==> src/common/rec_pkg.sv <==
// Constants, register map and types of the regulation enable control block.
// Assumes a 10 MHz sys_clk and a classic Wishbone master with 32-bit data.
package rec_pkg;
    localparam int WB_AW = 10;
    localparam int WB_DW = 32;

    // Printed command codes are register indices; byte address is four times that
    localparam logic [7:0] IDX_OPERATION = 8'h01;
    localparam logic [7:0] IDX_ON_OFF_CONFIG = 8'h02;
    localparam logic [7:0] IDX_STORE_ALL = 8'h15;
    localparam logic [7:0] IDX_CTRL = 8'h40;
    localparam logic [7:0] IDX_STATUS = 8'h41;
    localparam logic [7:0] IDX_BACKCHAN = 8'h42;
    localparam logic [WB_AW-1:0] ADDR_OPERATION = {IDX_OPERATION, 2'b00};
    localparam logic [WB_AW-1:0] ADDR_ON_OFF_CONFIG = {IDX_ON_OFF_CONFIG, 2'b00};
    localparam logic [WB_AW-1:0] ADDR_STORE_ALL = {IDX_STORE_ALL, 2'b00};
    localparam logic [WB_AW-1:0] ADDR_CTRL = {IDX_CTRL, 2'b00};
    localparam logic [WB_AW-1:0] ADDR_STATUS = {IDX_STATUS, 2'b00};
    localparam logic [WB_AW-1:0] ADDR_BACKCHAN = {IDX_BACKCHAN, 2'b00};

    localparam logic [7:0] OPERATION_RST = 8'h04;
    localparam logic [7:0] ON_OFF_CONFIG_RST = 8'h17;
    localparam logic [7:0] ON_TIME_RST = 8'h08;
    localparam logic [7:0] CAP_STEP_RST = 8'h01;
    localparam int OPER_ON_BIT = 7;
    localparam int ONOFF_CMD_BIT = 3;
    localparam int ONOFF_PIN_BIT = 2;
    localparam int ONOFF_POL_BIT = 1;
    localparam int CTRL_STACK_BIT = 16;

    localparam int ST_ROLE_LSB = 7;
    localparam int ST_PROG_BIT = 9;
    localparam int ST_REGEN_BIT = 10;
    localparam int ST_SOFTDONE_BIT = 11;
    localparam int ST_BCBUSY_BIT = 12;
    localparam int ST_REFUSED_BIT = 13;
    localparam int ST_CONV_BIT = 14;
    localparam int ST_MSEL_LSB = 15;
    localparam int ST_BCCLK_BIT = 19;

    localparam logic [6:0] ADDR_LOW = 7'h10;
    localparam logic [6:0] ADDR_HIGH = 7'h2F;
    localparam int STRAP_W = 5;
    localparam int MSEL_W = 4;

    localparam int CLK_HZ = 10_000_000;
    localparam int CLK_PERIOD_NS = 100;
    localparam int SMB_STD_HZ = 100_000;
    localparam int SMB_FAST_HZ = 400_000;
    localparam int SMB_FASTPLUS_HZ = 1_000_000;
    localparam int MIN_OVERSAMPLE = 8;
    localparam logic [1:0] STRAP_SETTLE_CYC = 2'h3;
    localparam int SW_PERIOD_NS = 2000;
    localparam int SW_PERIOD_CYC = SW_PERIOD_NS / CLK_PERIOD_NS;
    localparam int BC_PERIOD_NS = 1000;
    localparam int BC_HALF_CYC = (BC_PERIOD_NS / 2) / CLK_PERIOD_NS;

    typedef enum logic [1:0] {ROLE_STANDALONE, ROLE_CONTROLLER, ROLE_FOLLOWER} rec_role_t;
    typedef enum logic {POR_WAIT, POR_DONE} rec_por_t;
    typedef enum logic {BC_IDLE, BC_SHIFT} rec_bc_t;
endpackage

==> src/common/rec_pwm_if.sv <==
// Carrier between the enable logic and the PWM soft-start generator.
// Assumes both ends sit on sys_clk.
`timescale 1ns/1ns
interface rec_pwm_if;
    logic run;
    logic [7:0] onTime;
    logic [7:0] capStep;
    logic hsGate;
    logic lsGate;
    logic pulseStart;
    logic softDone;
    modport ctrl (output run, output onTime, output capStep,
                  input hsGate, input lsGate, input pulseStart, input softDone);
    modport gen (input run, input onTime, input capStep,
                 output hsGate, output lsGate, output pulseStart, output softDone);
endinterface // rec_pwm_if

==> src/rtl/rec_top.sv <==
// Regulation enable control: strap address, role, programming mode, on/off
// decision, back-channel driver and soft-start PWM, with a Wishbone slave.
// Assumes pins and rail comparators arrive asynchronously to sys_clk.
//
// Register access over Wishbone and the placing of the registers were left to the implementer.
`timescale 1ns/1ns
module rec_top #(
    parameter int CLK_HZ = rec_pkg::CLK_HZ,
    parameter int SW_PERIOD = rec_pkg::SW_PERIOD_CYC,
    parameter int BC_HALF = rec_pkg::BC_HALF_CYC
) (
    input wire logic sys_clk,
    input wire logic srst,
    input wire logic wb_cyc_i,
    input wire logic wb_stb_i,
    input wire logic wb_we_i,
    input wire logic [rec_pkg::WB_AW-1:0] wb_adr_i,
    input wire logic [3:0] wb_sel_i,
    input wire logic [rec_pkg::WB_DW-1:0] wb_dat_i,
    output logic [rec_pkg::WB_DW-1:0] wb_dat_o,
    output logic wb_ack_o,
    input wire logic [rec_pkg::STRAP_W-1:0] addressStrapPin,
    input wire logic enableLockoutPin,
    input wire logic analogRailOk,
    input wire logic internal5vRailOk,
    input wire logic internal5vConvOk,
    input wire logic powerStageInputOk,
    input wire logic internal5vAbove3v,
    input wire logic senseGroundAtBias,
    input wire logic [rec_pkg::MSEL_W-1:0] configSelectPin2,
    input wire logic backchannelClockIn,
    output logic backchannelClockOut,
    output logic backchannelClockOeN,
    input wire logic backchannelDataIn,
    output logic backchannelDataOut,
    output logic backchannelDataOeN,
    output logic [6:0] pmbusAddress,
    output logic pmbusTargetEnable,
    output logic highSideGate,
    output logic lowSideGate,
    output logic storeRequest,
    output logic [rec_pkg::MSEL_W-1:0] followerProg,
    output logic [rec_pkg::MSEL_W-1:0] standardProg
);
    import rec_pkg::*;

    // Bus target samples SCL/SDA on sys_clk; each speed needs enough samples per bit
    if (CLK_HZ < MIN_OVERSAMPLE * SMB_FASTPLUS_HZ) begin : g_bad_clk
        $error("sys_clk too slow for fast-plus bus timing");
    end
    if (SMB_STD_HZ > SMB_FAST_HZ || SMB_FAST_HZ > SMB_FASTPLUS_HZ) begin : g_bad_speeds
        $error("Bus speed table out of order");
    end
    if (BC_HALF < 1 || BC_HALF > 255) begin : g_bad_bc
        $error("BC_HALF must be 1 to 255");
    end

    localparam int SYNC_W = STRAP_W + MSEL_W + 9;
    localparam logic [7:0] BC_HALF_M1 = 8'(BC_HALF - 1);

    // Two-flop synchronisers for every pin and rail comparator
    logic [SYNC_W-1:0] syncA_r;
    logic [SYNC_W-1:0] syncB_r;
    wire [SYNC_W-1:0] rawPins = {addressStrapPin, configSelectPin2, enableLockoutPin,
        analogRailOk, internal5vRailOk, internal5vConvOk, powerStageInputOk,
        internal5vAbove3v, senseGroundAtBias, backchannelDataIn, backchannelClockIn};

    always_ff @(posedge sys_clk) begin
        if (srst) begin
            syncA_r <= '0;
            syncB_r <= '0;
        end else begin
            syncA_r <= rawPins;
            syncB_r <= syncA_r;
        end
    end

    wire [STRAP_W-1:0] strapSync = syncB_r[SYNC_W-1 -: STRAP_W];
    wire [MSEL_W-1:0] mselSync = syncB_r[MSEL_W+8:9];
    wire enSync = syncB_r[8];
    wire analogOk = syncB_r[7];
    wire v5Ok = syncB_r[6];
    wire v5Conv = syncB_r[5];
    wire pvinOk = syncB_r[4];
    wire v5Above3 = syncB_r[3];
    wire senseGndSync = syncB_r[2];
    wire bcDatSync = syncB_r[1];
    wire bcClkSync = syncB_r[0];

    // Registers
    logic [7:0] operation_r;
    logic [7:0] onOffConfig_r;
    logic [7:0] onTime_r;
    logic [7:0] capStep_r;
    logic stackController_r;
    logic storeRefused_r;
    logic storeRequest_r;
    logic regEnable_r;
    logic ack_r;
    logic [WB_DW-1:0] datOut_r;

    // Power-on capture and role
    rec_por_t porState_r;
    logic [1:0] settle_r;
    logic [6:0] pmbusAddress_r;
    logic senseGndCap_r;
    logic [MSEL_W-1:0] followerProg_r;
    logic [MSEL_W-1:0] standardProg_r;
    logic targetEn_r;

    // Back-channel shifter
    rec_bc_t bcState_r;
    logic [7:0] bcDiv_r;
    logic bcClkLvl_r;
    logic [2:0] bcBit_r;
    logic [7:0] bcTx_r;
    logic [7:0] bcRx_r;

    rec_role_t role;
    rec_pwm_if pwmBus ();

    // Wishbone decode; ack comes one cycle after the request is seen
    wire wbReq = wb_cyc_i && wb_stb_i;
    wire wbWrite = wbReq && wb_we_i && ack_r;
    wire hitOper = wb_adr_i == ADDR_OPERATION;
    wire hitOnOff = wb_adr_i == ADDR_ON_OFF_CONFIG;
    wire hitStore = wb_adr_i == ADDR_STORE_ALL;
    wire hitCtrl = wb_adr_i == ADDR_CTRL;
    wire hitStatus = wb_adr_i == ADDR_STATUS;
    wire hitBc = wb_adr_i == ADDR_BACKCHAN;

    wire porDone = porState_r == POR_DONE;
    wire isFollower = senseGndCap_r && porDone;
    assign role = isFollower ? ROLE_FOLLOWER :
        (stackController_r ? ROLE_CONTROLLER : ROLE_STANDALONE);
    wire isController = role == ROLE_CONTROLLER;
    wire convReady = v5Conv && pvinOk;
    wire progMode = analogOk && v5Ok && !convReady;

    // On/off source selection; neither bit set means always on
    wire srcPin = onOffConfig_r[ONOFF_PIN_BIT] && !onOffConfig_r[ONOFF_CMD_BIT];
    wire srcCmd = onOffConfig_r[ONOFF_CMD_BIT] && !onOffConfig_r[ONOFF_PIN_BIT];
    wire srcBoth = onOffConfig_r[ONOFF_CMD_BIT] && onOffConfig_r[ONOFF_PIN_BIT];
    wire pinActive = onOffConfig_r[ONOFF_POL_BIT] ? enSync : !enSync;
    wire operOn = operation_r[OPER_ON_BIT];
    wire regEnNxt = srcPin ? pinActive :
        srcCmd ? operOn :
        srcBoth ? (pinActive && operOn) : 1'b1;

    wire [WB_DW-1:0] statusWord = {12'h000, bcClkSync, mselSync, convReady, storeRefused_r,
        bcState_r == BC_SHIFT, pwmBus.softDone, regEnable_r, progMode, role, pmbusAddress_r};
    wire [WB_DW-1:0] readData = hitOper ? {24'h000000, operation_r} :
        hitOnOff ? {24'h000000, onOffConfig_r} :
        hitCtrl ? {15'h0000, stackController_r, capStep_r, onTime_r} :
        hitStatus ? statusWord :
        hitBc ? {24'h000000, bcRx_r} : 32'h00000000;

    always_ff @(posedge sys_clk) begin
        if (srst) begin
            ack_r <= 1'b0;
            datOut_r <= 32'h00000000;
        end else begin
            ack_r <= wbReq && !ack_r;
            if (wbReq && !ack_r) begin
                datOut_r <= readData;
            end
        end
    end

    assign wb_ack_o = ack_r;
    assign wb_dat_o = datOut_r;

    always_ff @(posedge sys_clk) begin
        if (srst) begin
            operation_r <= OPERATION_RST;
            onOffConfig_r <= ON_OFF_CONFIG_RST;
            onTime_r <= ON_TIME_RST;
            capStep_r <= CAP_STEP_RST;
            stackController_r <= 1'b0;
        end else if (wbWrite) begin
            if (hitOper && wb_sel_i[0]) operation_r <= wb_dat_i[7:0];
            if (hitOnOff && wb_sel_i[0]) onOffConfig_r <= wb_dat_i[7:0];
            if (hitCtrl && wb_sel_i[0]) onTime_r <= wb_dat_i[7:0];
            if (hitCtrl && wb_sel_i[1]) capStep_r <= wb_dat_i[15:8];
            if (hitCtrl && wb_sel_i[2]) stackController_r <= wb_dat_i[CTRL_STACK_BIT];
        end
    end

    // Store under 3 V would corrupt NVM, so it is refused and flagged; set beats clear
    wire storeHit = wbWrite && hitStore && wb_sel_i[0];
    wire refuseEvt = storeHit && !v5Above3;
    wire refuseClr = wbWrite && hitStatus && wb_sel_i[1] && wb_dat_i[ST_REFUSED_BIT];

    always_ff @(posedge sys_clk) begin
        if (srst) begin
            storeRequest_r <= 1'b0;
            storeRefused_r <= 1'b0;
            regEnable_r <= 1'b0;
        end else begin
            storeRequest_r <= storeHit && v5Above3;
            storeRefused_r <= refuseEvt || (storeRefused_r && !refuseClr);
            regEnable_r <= regEnNxt;
        end
    end

    // Straps caught after reset release once low rails are up; no power stage needed
    always_ff @(posedge sys_clk) begin
        if (srst) begin
            porState_r <= POR_WAIT;
            settle_r <= 2'h0;
            pmbusAddress_r <= ADDR_LOW;
            senseGndCap_r <= 1'b0;
            followerProg_r <= '0;
            standardProg_r <= '0;
        end else if (porState_r == POR_WAIT) begin
            if (settle_r != STRAP_SETTLE_CYC) begin
                settle_r <= settle_r + 2'h1;
            end else if (analogOk && v5Ok) begin
                porState_r <= POR_DONE;
                pmbusAddress_r <= ADDR_LOW + {2'b00, strapSync};
                senseGndCap_r <= senseGndSync;
                if (senseGndSync) begin
                    followerProg_r <= mselSync;
                end else begin
                    standardProg_r <= mselSync;
                end
            end
        end
    end

    // Bus target alive in programming mode too; followers keep bus pins grounded
    always_ff @(posedge sys_clk) begin
        if (srst) begin
            targetEn_r <= 1'b0;
        end else begin
            targetEn_r <= analogOk && v5Ok && porDone && !senseGndCap_r;
        end
    end

    // Back-channel: controller shifts one byte MSB first, sampling on rising edge
    wire bcTick = bcDiv_r == BC_HALF_M1;
    wire bcStart = wbWrite && hitBc && wb_sel_i[0] && isController && bcState_r == BC_IDLE;

    always_ff @(posedge sys_clk) begin
        if (srst || bcState_r == BC_IDLE || bcTick) begin
            bcDiv_r <= 8'h00;
        end else begin
            bcDiv_r <= bcDiv_r + 8'h01;
        end
    end

    always_ff @(posedge sys_clk) begin
        if (srst) begin
            bcState_r <= BC_IDLE;
            bcClkLvl_r <= 1'b0;
            bcBit_r <= 3'h0;
            bcTx_r <= 8'h00;
            bcRx_r <= 8'h00;
        end else begin
            unique case (bcState_r)
                BC_IDLE: begin
                    if (bcStart) begin
                        bcState_r <= BC_SHIFT;
                        bcTx_r <= wb_dat_i[7:0];
                        bcBit_r <= 3'h0;
                    end
                end
                BC_SHIFT: begin
                    if (!isController) begin
                        bcState_r <= BC_IDLE;
                        bcClkLvl_r <= 1'b0;
                    end else if (bcTick && !bcClkLvl_r) begin
                        bcClkLvl_r <= 1'b1;
                        bcRx_r <= {bcRx_r[6:0], bcDatSync};
                    end else if (bcTick) begin
                        bcClkLvl_r <= 1'b0;
                        bcTx_r <= {bcTx_r[6:0], 1'b0};
                        bcBit_r <= bcBit_r + 3'h1;
                        if (bcBit_r == 3'h7) bcState_r <= BC_IDLE;
                    end
                end
            endcase
        end
    end

    // Only a controller drives; standalone and follower leave the lines released
    assign backchannelClockOut = bcClkLvl_r;
    assign backchannelDataOut = bcTx_r[7];
    assign backchannelClockOeN = !isController;
    assign backchannelDataOeN = !isController;

    // Switching needs conversion rails; programming mode holds it off
    assign pwmBus.run = regEnable_r && convReady && porDone && !progMode;
    assign pwmBus.onTime = onTime_r;
    assign pwmBus.capStep = capStep_r;

    rec_pwm_gen #(.PERIOD_CYC(SW_PERIOD)) u_pwm (
        .sys_clk(sys_clk),
        .srst(srst),
        .pwm(pwmBus.gen)
    );

    assign highSideGate = pwmBus.hsGate;
    assign lowSideGate = pwmBus.lsGate;
    assign storeRequest = storeRequest_r;
    assign pmbusAddress = pmbusAddress_r;
    assign pmbusTargetEnable = targetEn_r;
    assign followerProg = followerProg_r;
    assign standardProg = standardProg_r;

    // Helper age counter so the on/off control checks skip the first cycles after reset
    logic [1:0] age_r;
    always_ff @(posedge sys_clk) begin
        if (srst) begin
            age_r <= 2'h0;
        end else if (age_r != 2'h3) begin
            age_r <= age_r + 2'h1;
        end
    end
    wire aged = age_r == 2'h3;
endmodule // rec_top

==> src/rtl/rec_pwm_gen.sv <==
// Fixed-frequency PWM with low-side on-time ramp during soft start.
// Assumes run drops whenever regulation stops, which restarts the ramp.
`timescale 1ns/1ns
module rec_pwm_gen #(
    parameter int PERIOD_CYC = rec_pkg::SW_PERIOD_CYC
) (
    input wire logic sys_clk,
    input wire logic srst,
    rec_pwm_if.gen pwm
);
    import rec_pkg::*;

    // 256 would wrap the 8-bit period constant to zero
    if (PERIOD_CYC < 2 || PERIOD_CYC > 255) begin : g_bad_period
        $error("PERIOD_CYC must be 2 to 255");
    end

    localparam logic [7:0] PERIOD8 = 8'(PERIOD_CYC);
    localparam logic [7:0] PERIOD_M1 = 8'(PERIOD_CYC - 1);

    logic [7:0] phase_r;
    logic [7:0] lsCap_r;
    logic pulsed_r;
    logic softDone_r;
    logic [7:0] lsCount_r;

    wire lastPhase = phase_r == PERIOD_M1;
    wire [7:0] onClamp = (pwm.onTime > PERIOD_M1) ? PERIOD_M1 : pwm.onTime;
    wire [7:0] room = PERIOD8 - onClamp;
    wire [7:0] lsOff = phase_r - onClamp;
    wire [8:0] capSum = {1'b0, lsCap_r} + {1'b0, pwm.capStep};

    // Phase counter never stops, so the frequency does not follow load
    always_ff @(posedge sys_clk) begin
        if (srst || lastPhase) begin
            phase_r <= 8'h00;
        end else begin
            phase_r <= phase_r + 8'h01;
        end
    end

    assign pwm.hsGate = pwm.run && (phase_r < onClamp);
    assign pwm.lsGate = pwm.run && (phase_r >= onClamp) && (softDone_r || lsOff < lsCap_r);
    assign pwm.pulseStart = pwm.run && (phase_r == 8'h00) && (onClamp != 8'h00);
    assign pwm.softDone = softDone_r;

    // Cap starts at zero to avoid sinking a prebiased output; step of zero never completes
    always_ff @(posedge sys_clk) begin
        if (srst || !pwm.run) begin
            lsCap_r <= 8'h00;
            pulsed_r <= 1'b0;
            softDone_r <= 1'b0;
        end else if (pwm.pulseStart) begin
            pulsed_r <= 1'b1;
            if (pulsed_r && !softDone_r) begin
                if (capSum >= {1'b0, room}) begin
                    lsCap_r <= room;
                    softDone_r <= 1'b1;
                end else begin
                    lsCap_r <= capSum[7:0];
                end
            end
        end
    end

    // Low-side cycles so far this period, counted apart from the gate logic
    always_ff @(posedge sys_clk) begin
        if (srst || lastPhase) begin
            lsCount_r <= 8'h00;
        end else if (pwm.lsGate) begin
            lsCount_r <= lsCount_r + 8'h01;
        end
    end
endmodule // rec_pwm_gen

==> config.mk <==
export PLATFORM = sky130hd
export DESIGN_NAME = rec_top
export DESIGN_NICKNAME = d
export VERILOG_FILES = /design/src/common/rec_pkg.sv /design/src/common/rec_pwm_if.sv /design/src/rtl/rec_top.sv /design/src/rtl/rec_pwm_gen.sv
export SDC_FILE = /design/constraint.sdc
export NUM_CORES = 1
export LEC_CHECK = 0
export BUFFER_PORTS_ARGS = -buffer_cell sky130_fd_sc_hd__buf_2
export CORE_ASPECT_RATIO = 0.9
export CORE_MARGIN = 1
export CORE_UTILIZATION = 61
export CTS_BUF_LIST = sky130_fd_sc_hd__clkbuf_16
export CTS_CLUSTER_DIAMETER = 150
export DETAILED_ROUTE_END_ITERATION = 8
export PLACE_DENSITY = 0.86
export SLEW_MARGIN = 20
export SYNTH_ARGS = -nofsm -noshare
export SYNTH_HDL_FRONTEND = slang
export SYNTH_SLANG_ARGS = --single-unit
==> constraint.sdc <==
create_clock -name sys_clk -period 9.3 [get_ports sys_clk]
set_input_delay 1.86 -clock sys_clk [delete_from_list [all_inputs] [get_ports sys_clk]]
set_output_delay 1.86 -clock sys_clk [all_outputs]
set_load 0.02 [all_outputs]
==> results of run 1 <==
## layout make-up
class | count | area, sq um
Multi-Input combinational cell | 616 | 3910
Sequential cell | 159 | 3180
Fill cell | 865 | 3140
Timing Repair Buffer | 96 | 485
Clock buffer | 17 | 425
Tap cell | 156 | 195
Clock inverter | 15 | 135
Inverter | 25 | 93.8
## cell families after synthesis
| family | share of synthesized area [%] |
|---|---|
| AND/OR/NAND/NOR | 20.6 |
| other | 0.102 |
| adder cells (fa/ha/maj) | 6.83 |
| flip-flops | 43.2 |
| XOR/XNOR | 3.45 |
| buffers and inverters | 4.62 |
| AO/OA/AOI/OAI | 15.1 |
| multiplexers | 6.12 |
## how the worst min path moves through the flow
stage,cells after the start,slack (ns),startpoint,endpoint
finish,1,0.44,syncA_r[8]$_SDFF_PP0_,syncB_r[8]$_SDFF_PP0_
global route,1,0.45,syncA_r[4]$_SDFF_PP0_,syncB_r[4]$_SDFF_PP0_
CTS,1,0.44,syncA_r[12]$_SDFF_PP0_,syncB_r[12]$_SDFF_PP0_
detailed placement,1,0.42,syncA_r[6]$_SDFF_PP0_,syncB_r[6]$_SDFF_PP0_
global placement,1,0.42,syncA_r[2]$_SDFF_PP0_,syncB_r[2]$_SDFF_PP0_
floorplan,1,0.41,syncA_r[0]$_SDFF_PP0_,syncB_r[0]$_SDFF_PP0_
## flip-flops by register name (all words and copies together) (netlist names), 8 cells and up
signal and flops:
u_pwm.lsCap_r 8, u_pwm.phase_r 8, wb_dat_o 20, bcTx_r 8, bcDiv_r 8, bcRx_r 8, capStep_r 8, onOffConfig_r 8
syncA_r 18, syncB_r 18, onTime_r 8, operation_r 8
## metal layers
layer  up-vias  share of wire [%]  wire (um)
met5         -                  0          0
met3        31                7.0       1240
met1      2961                 42       7560
met2       236                 48       8610
met4         0                2.2        391
li1       3060                  -          -
## report_power, final
| group | leakage, nW | switching [mW] | internal, mW |
|---|---|---|---|
| sequential | 1.29 | 0.00756 | 0.693 |
| clock | 0.279 | 0.296 | 0.372 |
| combinational | 1.98 | 0.0463 | 0.0292 |
## cells in the final DEF, fill, tap and decap left out, types with 10 or more instances in the layout
| master | n |
|---|---|
| clkbuf_16 | 17 |
| nand2_1 | 78 |
| buf_2 | 94 |
| ha_1 | 37 |
| a211oi_1 | 11 |
| nand3_1 | 29 |
| dfxtp_1 | 159 |
| nor3_1 | 10 |
| o21ai_0 | 43 |
| nor2_1 | 86 |
| a22oi_1 | 11 |
| xnor2_1 | 16 |
| conb_1 | 19 |
| a21oi_1 | 59 |
| inv_1 | 27 |
| mux2i_1 | 36 |
| nor2b_1 | 43 |
| xor2_1 | 13 |
## stage by stage
| stage | util (%) | setup WS, ns | std cells | power [mW] | area (sq um) |
|---|---|---|---|---|---|
| final | 72.9 | 3.45 | 1084 | 1.44 | 8430 |
| after global routing | 72.9 | 3.03 | 1084 | 1.49 | 8430 |
| after CTS | 72.8 | 3.44 | 1084 | 1.45 | 8430 |
| after detailed placement | 68.0 | 3.91 | 1052 | 0.788 | 7870 |
| after global placement | 67.9 | 3.98 | 1052 | 0.786 | 7860 |
| after floorplan | - | 4.33 | 849 | 0.766 | 7430 |
## worst max-delay path: cells and delay by family, from the launching register on
| family | cells | cell delay [ns] |
|---|---|---|
| adders and majority gates | 2 | 0.58 |
| DFF | 1 | 0.39 |
| and+or+nand+nor | 3 | 0.52 |
| xor gates and xnor gates | 1 | 0.18 |
| buffers and inverters | 1 | 0.16 |
| AOI/OAI and AO/OA | 8 | 1.73 |
==> flow_metrics.py, run 1 <==
metrics = {
    "status": {
        "status": "completed",
    },
    "worst_setup_path": {
        "timing.rr.start": "capStep_r[0]$_SDFFE_PP1P_",
        "worst-endpoint-arrival_ns": 3.99,
        "cp-startpoint": "onTime_r[3]$_SDFFE_PP1P_",
        "critPathMaxStageDelay_ns": 0.39,
        "critical_path.reg2reg.endpoint": "u_pwm.lsCap_r[1]$_SDFFE_PP0P_",
        "r2r_cells": 13,
        "crit_path_slowest_cell": "dfxtp_1",
        "crit_path_end_kind": "output pin",
        "critical_path_peak_fanout": 7,
        "worst-endpoint-required_ns": 7.44,
        "path_cells": "o21ai_1 -> and2_1 -> nand2_1 -> ha_1 -> and2_1 -> a221o_1 -> a31oi_1 -> xnor2_1 -> ha_1 -> a21o_1 -> a211oi_1 -> o21ai_0 -> a21oi_1 -> o221a_2 -> buf_2",
        "worst_setup_path_endpoint": "lowSideGate",
        "timing_worst_setup_path_type": "reg -> out",
        "startpoint_type": "flop",
        "rrSetupSlack_ns": 5.32,
    },
    "logic_synthesis": {
        "post_synth_inst_count": 832,
        "yosys.area.top_type": "dfxtp_1",
        "post-synth-top-count-cell": "dfxtp_1",
        "synth.distinct_cells": 66,
        "ys_async_sr_fraction_pct": 0,
        "yosys-top-cells-count": "159 x dfxtp_1, 87 x nor2_1, 78 x nand2_1",
        "synth_sequential_area_ratio_pct": 43.2,
        "ys_seq_elements": 159,
        "synth-main-ff-cell": "dfxtp_1",
        "yosys-top-cells-area": "dfxtp_1 43%, ha_1 6.3%, mux2i_1 4.9%, nor2_1 4.4%, a21oi_1 4.0%",
        "synth_largest_type_area_fraction_pct": 43.2,
        "synth_edf_count": 0,
        "synthesis.area_sq_mm": 0.00736,
        "synth_warnings": 0,
        "synthesis.area_per_instance_sq_um": 8.85,
    },
    "cts": {
        "cts-buffers-inserted": 17,
        "cts_tree": "built",
        "cts.reportedPaths.clkPinSlew_ns": 0.06,
        "cts-resized-gates": 0,
        "post-cts-setup-buffers": 0,
        "cts_hold_repair.buffers": 0,
        "cts_max_path_buffers": 2,
        "cts_h_tree_lvls": 4,
        "root_buffer": "clkbuf_16",
        "clock_sink_count": 159,
        "insertion_delay_ns": 0.42,
    },
    "timing": {
        "fmaxAchievable_mhz": 171,
        "finalClockSkew_ns": 0.0106,
        "hold_ws_ns": 0.437,
        "fin_setup_tns_ns": 0,
        "hold_viol": 0,
        "slew-limit-headroom_pct": 29.9,
        "grt_setup_unrepaired": "no",
        "min_period_over_period_pct": 62.9,
        "report.final.setup_viol": 0,
        "measured_slew_at_the_worst_slew_check_pin_ns": 1.05,
        "slew_viol_final": 0,
        "finalWorstPathRequiredPeriod_ns": 5.85,
    },
    "hold_path": {
        "hold_path_class": "reg -> reg",
    },
    "global_route": {
        "met3_usage_pct": 7.14,
        "grt_first_pass_wirelength_um": 29000,
        "grt_use_total_pct": 29.5,
        "vias_in_the_first_global_route": 5971,
        "antenna_found_initial": 0,
        "grt_util_met2_pct": 50.9,
        "grt_busiest_layer": "met2",
        "grt_overflow": 0,
        "met1_usage_pct": 35.8,
        "grt_max_degree": 67,
    },
    "power_and_ir_drop": {
        "power.ir.vdd_worst_uv": 226,
        "power-per-cell-area_mw_per_mm2": 171,
        "total_leakage_power_nw": 3.55,
    },
    "die": {
        "ios": 125,
        "initial_core_util_pct": 63.6,
        "design.core.area_sq_mm": 0.0116,
        "die_height_um": 106,
        "die-width_um": 118,
        "die_area_sq_mm": 0.0125,
        "floorplan.rows": 37,
    },
    "route": {
        "drt-wirelength-per-cell_um": 16.4,
        "detail-route-antenna-nets": 0,
        "detailroute.via_count": 6288,
        "drt_first_iter_violations": 515,
        "drt-vias-per-instance": 5.80,
        "postRouteWirelength_um": 17800,
        "dr.pass1.iters": 6,
        "post-route-drc-count": 0,
    },
    "placement": {
        "port-buffer-count": 95,
        "dp_hpwl_um": 12400,
        "gp_congestion": 0.913,
    },
    "flow_run": {
        "max_cap_viol_count": 0,
    },
    "layout": {
        "drive_above_1_share_pct": 15.7,
        "finish.net_count": 1022,
        "antennaDiodeCount": 0,
        "area_growth_pct": 14.5,
    },
}
Note: power is estimated with default switching activity, not from simulation.
==> inputs of run 2 (changes only) <==
--- a/config.mk
+++ b/config.mk
@@ -8,11 +8,11 @@
 export BUFFER_PORTS_ARGS = -buffer_cell sky130_fd_sc_hd__buf_2
 export CORE_ASPECT_RATIO = 0.9
 export CORE_MARGIN = 1
-export CORE_UTILIZATION = 61
+export CORE_UTILIZATION = 51
 export CTS_BUF_LIST = sky130_fd_sc_hd__clkbuf_16
 export CTS_CLUSTER_DIAMETER = 150
 export DETAILED_ROUTE_END_ITERATION = 8
-export PLACE_DENSITY = 0.86
+export PLACE_DENSITY = 0.76
 export SLEW_MARGIN = 20
 export SYNTH_ARGS = -nofsm -noshare
 export SYNTH_HDL_FRONTEND = slang
==> constraint.sdc (replaced) <==
create_clock -name sys_clk -period 5.1 [get_ports sys_clk]
set_input_delay 1.02 -clock sys_clk [delete_from_list [all_inputs] [get_ports sys_clk]]
set_output_delay 1.02 -clock sys_clk [all_outputs]
set_load 0.02 [all_outputs]
==> run 2 against run 1 <==
Utilization fell by 12 points. Count of clock-buffer cells in the layout did not move. Critical path type unchanged. Critical path depth did not move. Sequential cell count did not move. Total power rose by 84%. Sequential power rose by 83%. Non-clock buffer count rose by 4. Register-to-register slack got worse by 4.3 ns. Final cell count rose by 3.8%. First-iteration DRC count fell by 11%.
==> flow_metrics.py, run 2 (synthesis results as in run 1) <==
metrics = {
    "power_and_ir_drop": {
        "power.ir.vdd_worst_uv": 246,
        "total_leakage_power_nw": 3.58,
        "power-per-cell-area_mw_per_mm2": 310,
    },
    "timing": {
        "hold_ws_ns": 0.430,
        "finalClockSkew_ns": 0.00760,
        "slew_viol_final": 0,
        "slew-limit-headroom_pct": 48.5,
        "min_period_over_period_pct": 95.8,
        "fmaxAchievable_mhz": 205,
        "measured_slew_at_the_worst_slew_check_pin_ns": 0.770,
        "report.final.setup_viol": 0,
        "fin_setup_tns_ns": 0,
        "finalWorstPathRequiredPeriod_ns": 4.89,
        "hold_viol": 0,
    },
    "hold_path": {
        "hold-path-cell-count": 1,
        "hold_path_class": "reg -> reg",
        "worstHoldStart": "syncA_r[17]$_SDFF_PP0_",
    },
    "global_route": {
        "vias_in_the_first_global_route": 5756,
        "grt_use_total_pct": 24.8,
        "antenna_found_initial": 1,
        "grt_overflow": 0,
        "grt_first_pass_wirelength_um": 28600,
        "grt_max_degree": 67,
    },
    "worst_setup_path": {
        "timing_worst_setup_path_type": "reg -> out",
        "worst-endpoint-required_ns": 4.08,
        "critical_path_peak_fanout": 6,
        "worst-endpoint-arrival_ns": 3.87,
        "cp-startpoint": "onTime_r[6]$_SDFFE_PP0P_",
        "r2r_cells": 13,
        "timing.rr.start": "capStep_r[0]$_SDFFE_PP1P_",
        "startpoint_type": "flop",
        "crit_path_end_kind": "output pin",
    },
    "layout": {
        "final.fill_count": 1252,
        "area_growth_pct": 16.0,
        "finish.net_count": 1026,
        "multiInputGateArea_sq_mm": 0.00394,
        "largest_register_ff_count": 20,
        "antennaDiodeCount": 0,
        "layout_common_cells": "158 x dfxtp_1, 94 x buf_2, 86 x nor2_1, 78 x nand2_1, 59 x a21oi_1",
        "drive_above_1_share_pct": 16.4,
        "most_frequent_standard_cell_in_the_layout_excluding_fill_and_tap_cells": "dfxtp_1",
        "design_area_sq_mm": 0.00854,
        "register_area_sq_mm": 0.00318,
    },
    "die": {
        "die_height_um": 116,
        "ios": 125,
        "die_area_sq_mm": 0.0149,
        "initial_core_util_pct": 52.4,
        "die-width_um": 129,
        "floorplan.rows": 41,
        "design.core.area_sq_mm": 0.0141,
    },
    "status": {
        "status": "completed",
    },
    "cts": {
        "cts_h_tree_lvls": 4,
        "root_buffer": "clkbuf_16",
        "cts_max_path_buffers": 2,
        "cts_hold_repair.buffers": 0,
        "clock_sink_count": 159,
        "cts-buffers-inserted": 17,
        "cts.reportedPaths.clkPinSlew_ns": 0.06,
        "insertion_delay_ns": 0.43,
        "cts_tree": "built",
    },
    "route": {
        "wirelength_met1_um": 8120,
        "post-route-drc-count": 0,
        "drt-vias-per-instance": 5.42,
        "detail-route-antenna-nets": 0,
        "drt-wirelength-per-cell_um": 15.3,
        "topRoutingLayerUsed": "met5",
        "dr.pass1.iters": 5,
        "dr_wl_met3_um": 1050,
        "drt_first_iter_violations": 459,
        "wl_met2_um": 7880,
        "detailroute.via_count": 6097,
        "postRouteWirelength_um": 17200,
    },
    "placement": {
        "port-buffer-count": 95,
        "dp_hpwl_um": 12400,
        "gp_congestion": 0.896,
        "placed_area_sq_mm": 0.00792,
    },
    "flow_run": {
        "max_cap_viol_count": 0,
    },
}
run 2: cell types whose count changed in the layout (fill, tap and decap cells not counted), sizes merged:
| cell | change |
|---|---|
| clkinvlp | +1 |
| bufinv | +1 |
| clkinv | -2 |
| buf | +4 |
run 2: final cells by class:
cell class / instances / share of cell area [%]
multi-input cells: 616 / 46.1
flip-flops and latches: 159 / 37.3
repair buffers: 100 / 6.03
clock buffers: 17 / 4.98
well taps: 193 / 2.83
clock inverters: 15 / 1.73
inverters: 25 / 1.10
run 2: power breakdown:
part / switching (mW) / internal, mW / total (mW)
sequential: 0.0137 / 1.26 / 1.28
clock: 0.518 / 0.719 / 1.24
combinational: 0.0824 / 0.0529 / 0.135
total: 0.614 / 2.04 / 2.65
run 2: final timing paths:
kind	end	slack, ns
worst max-delay path	lowSideGate	0.21
worst min register to register	syncB_r[17]$_SDFF_PP0_	0.43
worst max register to register	u_pwm.lsCap_r[1]$_SDFFE_PP0P_	1.06
worst min-delay path	syncB_r[17]$_SDFF_PP0_	0.43
run 2: worst max-delay path, cell delays in order (launching register included):
cell and delay [ns]:
dfxtp_2 0.35, nor3_2 0.24, and2_4 0.19, nand2_1 0.08, ha_1 0.31, and2_2 0.24, a221o_1 0.37, a31oi_4 0.20
xnor2_1 0.15, ha_1 0.27, a21o_1 0.18, a211oi_1 0.22, o21ai_0 0.13, a21oi_1 0.14, o221a_2 0.20, buf_2 0.15
run 2: layer usage:
metal | track usage, % | up-vias
li1 | - | 3048
met1 | 33.5 | 2867
met2 | 39.0 | 163
met3 | 5.96 | 17
met4 | 8.31 | 2
met5 | 0 | -
run 2: through the flow:
stage | utilization [%] | total power [mW] | cells | setup slack (ns)
2_1_floorplan | - | 1.40 | 849 | 0.972
6_report | 60.8 | 2.65 | 1125 | 0.213
3_5_place_dp | 56.4 | 1.44 | 1091 | 0.529
4_1_cts | 60.5 | 2.66 | 1123 | 0.0602
5_1_grt | 60.8 | 2.74 | 1125 | -0.0206
3_3_place_gp | 56.4 | 1.43 | 1091 | 0.619
run 2: what timing repair did:
| action | in CTS | in global routing |
|---|---|---|
| setup buffers | 0 | 2 |
| gates resized for setup | 0 | 7 |
| setup endpoints to repair | 0 | 1 |
